[src/dio_pkg.sv]
`default_nettype none
package dio_pkg;
   localparam int LINE_COUNT = 8;
   localparam logic [7:0] DIR_RESET = 8'h00;
   localparam logic [7:0] LEVEL_RESET = 8'h00;
   localparam logic [7:0] WORD_ZERO = 8'h00;
   localparam int SYNC_STAGES = 2;
   localparam int PIN_GND = 5;
   typedef logic [LINE_COUNT-1:0] word_t;
   typedef enum logic [1:0] {
      CMD_NONE,
      CMD_DIR,
      CMD_LEVEL,
      CMD_QUERY
   } cmd_t;
endpackage : dio_pkg
`default_nettype wire

[src/pin_if.sv]
`default_nettype none
interface pin_if;
   import dio_pkg::*;
   word_t raw;
   word_t synced;
   modport src (output raw, input synced);
   modport sync (input raw, output synced);
endinterface : pin_if
`default_nettype wire

[src/pin_sync.sv]
`default_nettype none
module pin_sync
   import dio_pkg::*;
(
   input wire logic clk_in,
   input wire logic rst_b_in,
   input wire logic ce_in,
   pin_if.sync pins
);
   typedef struct packed {
      word_t meta;
      word_t stable;
   } sync_state_t;
   sync_state_t st_r;
   sync_state_t st_nxt;

   // The first stage feeds only the second stage.
   always_comb begin
      st_nxt = st_r;
      if (ce_in) begin
         st_nxt.meta = pins.raw;
         st_nxt.stable = st_r.meta;
      end
   end

   always_ff @(posedge clk_in or negedge rst_b_in) begin
      if (!rst_b_in) begin
         st_r <= '0;
      end else begin
         st_r <= st_nxt;
      end
   end

   assign pins.synced = st_r.stable;
endmodule : pin_sync
`default_nettype wire

[src/dio_port.sv]
`default_nettype none
module dio_port
   import dio_pkg::*;
(
   // Clock, reset and enable.
   input wire logic clk_in,
   input wire logic rst_b_in,
   input wire logic ce_in,
   // Command port from the remote command decoder.
   input wire logic dir_we_in,
   input wire logic level_we_in,
   input wire logic query_in,
   input wire logic [7:0] wdata_in,
   output logic [7:0] state_out,
   output logic state_valid_out,
   output logic [7:0] dir_out,
   // Connector lines, bit n as in the word layout.
   input wire logic [7:0] pin_in,
   output logic [7:0] pin_out,
   output logic [7:0] pin_oe_out
);
   typedef struct packed {
      word_t dir;
      word_t level;
      word_t pin_drive;
      word_t pin_en;
      word_t state;
      logic state_valid;
   } port_state_t;

   port_state_t st_r;
   port_state_t st_nxt;
   word_t sampled;
   cmd_t cmd;

   pin_if pins_i ();
   assign pins_i.raw = pin_in;
   assign sampled = pins_i.synced;

   pin_sync sync_u (
      .clk_in(clk_in),
      .rst_b_in(rst_b_in),
      .ce_in(ce_in),
      .pins(pins_i.sync)
   );

   // Direction writes take priority when several strobes coincide.
   function automatic cmd_t decode(input logic d, input logic l, input logic q);
      cmd_t c;
      c = CMD_NONE;
      if (d) begin
         c = CMD_DIR;
      end else if (l) begin
         c = CMD_LEVEL;
      end else if (q) begin
         c = CMD_QUERY;
      end
      return c;
   endfunction : decode

   assign cmd = decode(dir_we_in, level_we_in, query_in);

   // Drive and enable are taken from the next-state words, so a write reaches the
   // pins on the same edge as the stored word, with no stale cycle between them.
   always_comb begin
      st_nxt = st_r;
      if (ce_in) begin
         st_nxt.state_valid = 1'b0;
         unique case (cmd)
            CMD_DIR: begin
               st_nxt.dir = wdata_in;
            end
            CMD_LEVEL: begin
               st_nxt.level = wdata_in;
            end
            CMD_QUERY: begin
               st_nxt.state = sampled & ~st_r.dir;
               st_nxt.state_valid = 1'b1;
            end
            CMD_NONE: begin
            end
         endcase
         st_nxt.pin_en = st_nxt.dir;
         st_nxt.pin_drive = st_nxt.level & st_nxt.dir;
      end
   end

   always_ff @(posedge clk_in or negedge rst_b_in) begin
      if (!rst_b_in) begin
         st_r.dir <= DIR_RESET;
         st_r.level <= LEVEL_RESET;
         st_r.pin_drive <= WORD_ZERO;
         st_r.pin_en <= WORD_ZERO;
         st_r.state <= WORD_ZERO;
         st_r.state_valid <= 1'b0;
      end else begin
         st_r <= st_nxt;
      end
   end

   // The word layout is identity-mapped; the ground position (PIN_GND, bit 5) still has a port bit.
   assign pin_out = st_r.pin_drive;
   assign pin_oe_out = st_r.pin_en;
   assign state_out = st_r.state;
   assign state_valid_out = st_r.state_valid;
   assign dir_out = st_r.dir;

   // Each line is checked on its own so that a failure points at one bit.
   for (genvar i = 0; i < LINE_COUNT; i++) begin : g_line

   end
endmodule : dio_port
`default_nettype wire

[config.mk]
export PLATFORM = sky130hd
export DESIGN_NAME = dio_port
export DESIGN_NICKNAME = d
export VERILOG_FILES = /design/src/dio_pkg.sv /design/src/pin_if.sv /design/src/pin_sync.sv /design/src/dio_port.sv
export SDC_FILE = /design/constraint.sdc
export NUM_CORES = 1
export LEC_CHECK = 0
export ABC_AREA = 1
export BUFFER_PORTS_ARGS = -buffer_cell sky130_fd_sc_hd__buf_2
export CAP_MARGIN = 25
export CELL_PAD_IN_SITES_DETAIL_PLACEMENT = 0
export CELL_PAD_IN_SITES_GLOBAL_PLACEMENT = 2
export CORE_MARGIN = 10
export CORE_UTILIZATION = 31
export DETAILED_ROUTE_END_ITERATION = 10
export PLACE_DENSITY_LB_ADDON = 0.1
export REMOVE_ABC_BUFFERS = 1
export SETUP_SLACK_MARGIN = 0.15
export SLEW_MARGIN = 20
export SYNTH_ARGS = -nofsm -noshare
export SYNTH_HDL_FRONTEND = slang
export SYNTH_SLANG_ARGS = --single-unit
[constraint.sdc]
create_clock -name clk_in -period 1.06 [get_ports clk_in]
set_input_delay 0.053 -clock clk_in [delete_from_list [all_inputs] [get_ports clk_in]]
set_output_delay 0.053 -clock clk_in [all_outputs]
set_load 0.02 [all_outputs]
==> results of run 1 <==
==> kinds of logic after synthesis <==
group                  after synthesis  share of synthesized area [%]
AOI/OAI and AO/OA                    8                          1.610
DFF                                 49                          49.30
buffers and inverters               54                          15.04
and+or+nand+nor                    190                          34.05
==> final cells by class <==
| type | instances | area (um2) | area share [%] |
|---|---|---|---|
| Clock inverter | 2 | 15.01 | 0.4598 |
| Clock buffer | 6 | 72.57 | 2.222 |
| Tap cell | 102 | 127.6 | 3.908 |
| Multi-Input combinational cell | 198 | 929.6 | 28.47 |
| Timing Repair Buffer | 93 | 843.3 | 25.82 |
| Inverter | 11 | 46.29 | 1.418 |
| Sequential cell | 49 | 1231 | 37.70 |
==> per-layer routing <==
| metal | global-route usage (%) | vias up | part of all wire [%] | wire length (um) |
|---|---|---|---|---|
| met4 | 3.067 | 0 | 1.2 | 70 |
| met3 | 3.277 | 6 | 5.9 | 353 |
| met5 | 0 | - | 0 | 0 |
| met2 | 16.31 | 40 | 46 | 2770 |
| met1 | 13.56 | 892 | 47 | 2821 |
| li1 | - | 1000 | - | - |
==> critical path: stages, from the launching register on <==
cell and delay (ns):
dfrtp_2 0.44, buf_6 0.13, nor2_4 0.15, nor2_1 0.05, nand2_1 0.05, nand2_1 0.04
==> metrics by stage <==
stage | power, mW | hold WS [ns] | instances | area (um2)
2_1_floorplan | 2.813 | -0.2426 | 258 | 2160
3_3_place_gp | 3.269 | 0.07191 | 423 | 2650
3_5_place_dp | 3.268 | 0.07028 | 423 | 2650
4_1_cts | 4.739 | 0.007151 | 456 | 3117
5_1_grt | 5.101 | 0.02138 | 461 | 3266
6_report | 4.781 | 0.01221 | 461 | 3266
==> where the power goes <==
part           internal [mW]  switching [mW]  leakage (nW)  total, mW
Sequential              2.10           0.180         0.620       2.28
Combinational          0.687           0.695          1.11       1.38
Clock                  0.467           0.654        0.0374       1.12
Total                   3.25            1.53          1.77       4.78
==> what timing repair did <==
item | CTS | global route
setup buffers | 16 | 5
endpoints found under the hold margin | 57 | 0
gates resized for setup | 55 | 36
hold buffers | 9 | 0
setup endpoints to repair | 32 | 52
pin swaps | 0 | 19
==> cells in the final DEF (no fill, tap or decap), types with 2 or more instances in the layout <==
| cell type | instances |
|---|---|
| nand2_1 | 149 |
| dfrtp_1 | 45 |
| buf_6 | 40 |
| buf_2 | 21 |
| buf_4 | 21 |
| nand3_1 | 10 |
| dlygate4sd3_1 | 9 |
| nor2_4 | 8 |
| inv_1 | 8 |
| nand3_2 | 6 |
| nand2_2 | 5 |
| nor2_1 | 5 |
| clkbuf_8 | 5 |
| o21ai_1 | 4 |
| dfrtp_2 | 4 |
| nand2_4 | 3 |
| nor2_2 | 3 |
| inv_4 | 2 |
| o21ai_0 | 2 |
| o21ai_2 | 2 |
| clkinvlp_4 | 2 |
| buf_12 | 2 |
==> flip-flops by register name, indices dropped and copies added, names as in the netlist <==
name and cells:
sync_u.pins.synced 8, sync_u.st_r 8, state_valid_out 1, st_r 8
state_out 8, pin_oe_out 8, pin_out 8
==> final timing paths <==
path,start,endpoint,slack (ns),cells after the start
max,pin_oe_out[3],pin_out[3],0.09,5
min,ce_in,sync_u.st_r[15],0.01,3
max reg2reg,pin_oe_out[3],pin_out[3],0.09,5
min reg2reg,sync_u.st_r[15],sync_u.st_r[15],0.48,2
max in group asynchronous,rst_b_in,pin_oe_out[4],0.55,3
min in group asynchronous,rst_b_in,pin_out[2],0.27,3
==> out/metrics.cfg, run 1 <==
[run_status]
status = finished clean

[setup_path]
crit_required_ns = 1.26
cp_max_fo = 3
cp-end-kind = flop
critPathKind = flop to flop
critPathLaunchType = flop
arrival_ns = 1.17

[layout]
nNetsFinal = 380
fill_cells = 801
post-route-util_pct = 42.04
final_layout_size_suffix_gt1_share_pct = 35.10
areaGrowthSynthToFinish_pct = 31.29
antennaDiodeCount = 0

[grt]
antenna_found_initial = 0
grt_max_degree = 50
grt_pass1_wl_mm = 9.949
grt_usage_pct = 10.44
grt_pass1_vias = 1967
grt_overflow_total = 0

[detailed_routing]
viasPerCell = 4.204
vias = 1938
dr.first_iter.drc_count = 55
wl_per_cell_um = 13.05
drtAntennaViolNets = 0
drt-total-wl_mm = 6.015
drc = 0
first_pass_iters = 4

[placed_design]
gp_congestion = 0.7002
dp_hpwl_mm = 4.190
port-buffer-count = 54
place_ws_ns = 0.1778

[floorplanning]
rows = 32
initial_core_util_pct = 32.02
dieArea_um2 = 12010
die_y_um = 109.6
coreArea_um2 = 7767
die_x_um = 109.6
num_io_pins = 55

[cts]
tritoncts = built
numCtsBuffers = 5
h-tree-depth = 2
clkLatencyLatePin_ns = 0.30
cts_sinks = 49
path_clk_slew_ns = 0.09
root_buffer = clkbuf_8
clock_tree.buffer_depth = 2

[sta]
tightest_slew_ns = 0.2793
drv_slew = 0
hold_violations = 0
grt_setup_unrepaired = true
period_share_pct = 91.11
fin_crit_ns = 0.9658
setup_viol = 0
tns_ns = 0
fin_ws_ns = 0.09420
relSlewSlack_pct = 81.38
fmax_mhz = 1035
skew_ns = 0.004339

[synthesis]
yosysSeqAreaShare_pct = 49.30
ys_top_cells_by_count = nand2_1, dfrtp_1, buf_4, nand3_1
async_reset_ff_share_pct = 100.0
synth_seq_cells = 49
yosys.area.top_type = dfrtp_1
synth_edf_count = 0
synth.distinct_cells = 18
synth_flop_cell = dfrtp_1
synth_warnings = 0
synth_area_um2 = 2487
yosysMostFrequentCell = nand2_1
avgSynthCellArea_um2 = 8.264
ys_top_cells_by_area = dfrtp_1, nand2_1, buf_4
syn-instance-count = 301
yosys.area.top_type_share_pct = 49.30

[min_path]
hold_path.class = input port to flop

[pwr]
leakage_nw = 1.766
peakVddDrop_uv = 537.4
powerDensity_nw_per_um2 = 1464

[run]
maxCapViolations = 0

Note: power is estimated with default switching activity, not from simulation.
==> run 2, diff against run 1 <==
Settings changed: MAX_ROUTING_LAYER set to met4, TNS_END_PERCENT set to 5.
==> out/metrics.cfg, run 2 (synthesis gave the netlist of run 1 again) <==
[run_status]
status = finished clean

[cts]
path_clk_slew_ns = 0.10
clkLatencyLatePin_ns = 0.30
tritoncts = built
root_buffer = clkbuf_8
cts_sinks = 49
numCtsBuffers = 5
h-tree-depth = 2
clock_tree.buffer_depth = 2

[setup_path]
critPathKind = flop to primary output
cp-end-kind = primary output
cp_cell_sequence = buf_2
cp_max_fo = 4
slowest_stage = dfrtp_1
arrival_ns = 0.90
crit_required_ns = 1.01
crit_buf_inv = 1
critPathLaunchType = flop
slowest_delay_ns = 0.43
cp_top_family = flip-flops

[layout]
antennaDiodeCount = 0
fin_area_um2 = 2898
final_common_cell = nand2_1
areaGrowthSynthToFinish_pct = 16.50
final_cell_mix = nand2_1, buf_2, dfrtp_1
final_cells = 447
nNetsFinal = 366
seqCellArea_um2 = 1227
final_layout_size_suffix_gt1_share_pct = 28.70
post-route-util_pct = 37.31
fill_cells = 846
multi_input_area_um2 = 887.1

[sta]
fmax_mhz = 1046
tightest_slew_ns = 0.2800
hold_violations = 0
setup_viol = 0
skew_ns = 0.006834
grt_setup_unrepaired = true
fin_crit_ns = 0.9565
fin_ws_ns = 0.1035
relSlewSlack_pct = 81.33
period_share_pct = 90.23
tns_ns = 0
drv_slew = 0
holdWs_ns = 0.01024

[placed_design]
gp_congestion = 0.7078
dpl.cell_count = 423
place_ws_ns = 0.1778
place_area_um2 = 2650
port-buffer-count = 54
dp_hpwl_mm = 4.190

[pwr]
swShare_pct = 32.93
seq_power_share_pct = 50.5
internal_power_mw = 2.965
powerDensity_nw_per_um2 = 1526
peakVddDrop_uv = 551.1
p_sw_mw = 1.456
pwr-share-clk_pct = 25.6
finalPower_mw = 4.421
p_comb_share_pct = 24.0
leakage_nw = 1.643

[detailed_routing]
first_pass_iters = 4
vias = 1860
wl_per_cell_um = 13.01
viasPerCell = 4.161
drtAntennaViolNets = 0
drt-total-wl_mm = 5.816
dr.first_iter.drc_count = 47
drc = 0

[floorplanning]
rows = 32
coreArea_um2 = 7767
initial_core_util_pct = 32.02
dieArea_um2 = 12010
die_y_um = 109.6
die_x_um = 109.6
num_io_pins = 55

[min_path]
hold_path.class = input port to flop

[grt]
grt_pass1_vias = 1912
grt_usage_pct = 10.62
grt_use_met1_pct = 13.87
antenna_found_initial = 0
grt_busiest_layer = met2
met2_usage_pct = 15.80
grt_pass1_wl_mm = 9.784
grt_overflow_total = 0
grt_max_degree = 50
use_met3_pct = 2.809

[run]
maxCapViolations = 0

==> run 2: cell types whose count changed in the layout (fill, tap and decap cells not counted), sizes merged <==
cell	delta
buf	-14
==> run 2: worst paths after layout <==
path / start / to / slack [ns] / depth (start not counted)
setup / recovery: pin_oe_out[2] / pin_oe_out[2] / 0.10 / 1
hold / removal: ce_in / sync_u.st_r[15] / 0.01 / 3
setup reg to reg: pin_oe_out[2] / pin_out[2] / 0.13 / 5
hold reg to reg: state_out[6] / state_out[6] / 0.47 / 2
max in group asynchronous: rst_b_in / pin_oe_out[4] / 0.55 / 3
min in group asynchronous: rst_b_in / pin_oe_out[2] / 0.26 / 3
==> run 2: area by class of cell <==
| cell class | count | share of cell area [%] |
|---|---|---|
| clock inverter | 2 | 0.5181 |
| clock buffer | 6 | 2.504 |
| tap | 102 | 4.404 |
| sequential | 49 | 42.36 |
| timing repair buffer | 79 | 18.01 |
| multi-input combinational | 198 | 30.61 |
| inverter | 11 | 1.598 |
==> run 2: metal layers <==
| layer | vias up | wire length, um |
|---|---|---|
| met5 | - | 0 |
| met4 | 0 | 68 |
| met3 | 6 | 316 |
| met2 | 38 | 2584 |
| met1 | 842 | 2847 |
| li1 | 974 | - |
==> run 2: power by group through the flow <==
stage,sequential (mW),clock [mW],combinational [mW]
finish,2.23,1.13,1.06
CTS,2.23,1.18,1.09
detailed placement,2.29,0,0.974
global route,2.27,1.26,1.20
floorplan,2.48,0,0.338
global placement,2.29,0,0.978
==> run 2: repair_timing <==
action | CTS | global route
hold endpoints to repair | 57 | 0
resized for setup | 5 | 1
setup endpoints to repair | 32 | 50
buffers inserted | 7 | 0
gates cloned | 0 | 0
hold buffers | 9 | 0
pin swaps | 0 | 2
==> run 2: tightest hold or removal path: cells and delay by family <==
kind	cells	cell delay, ns
buffers and inverters	1	0.13
AND/OR/NAND/NOR	2	0.10
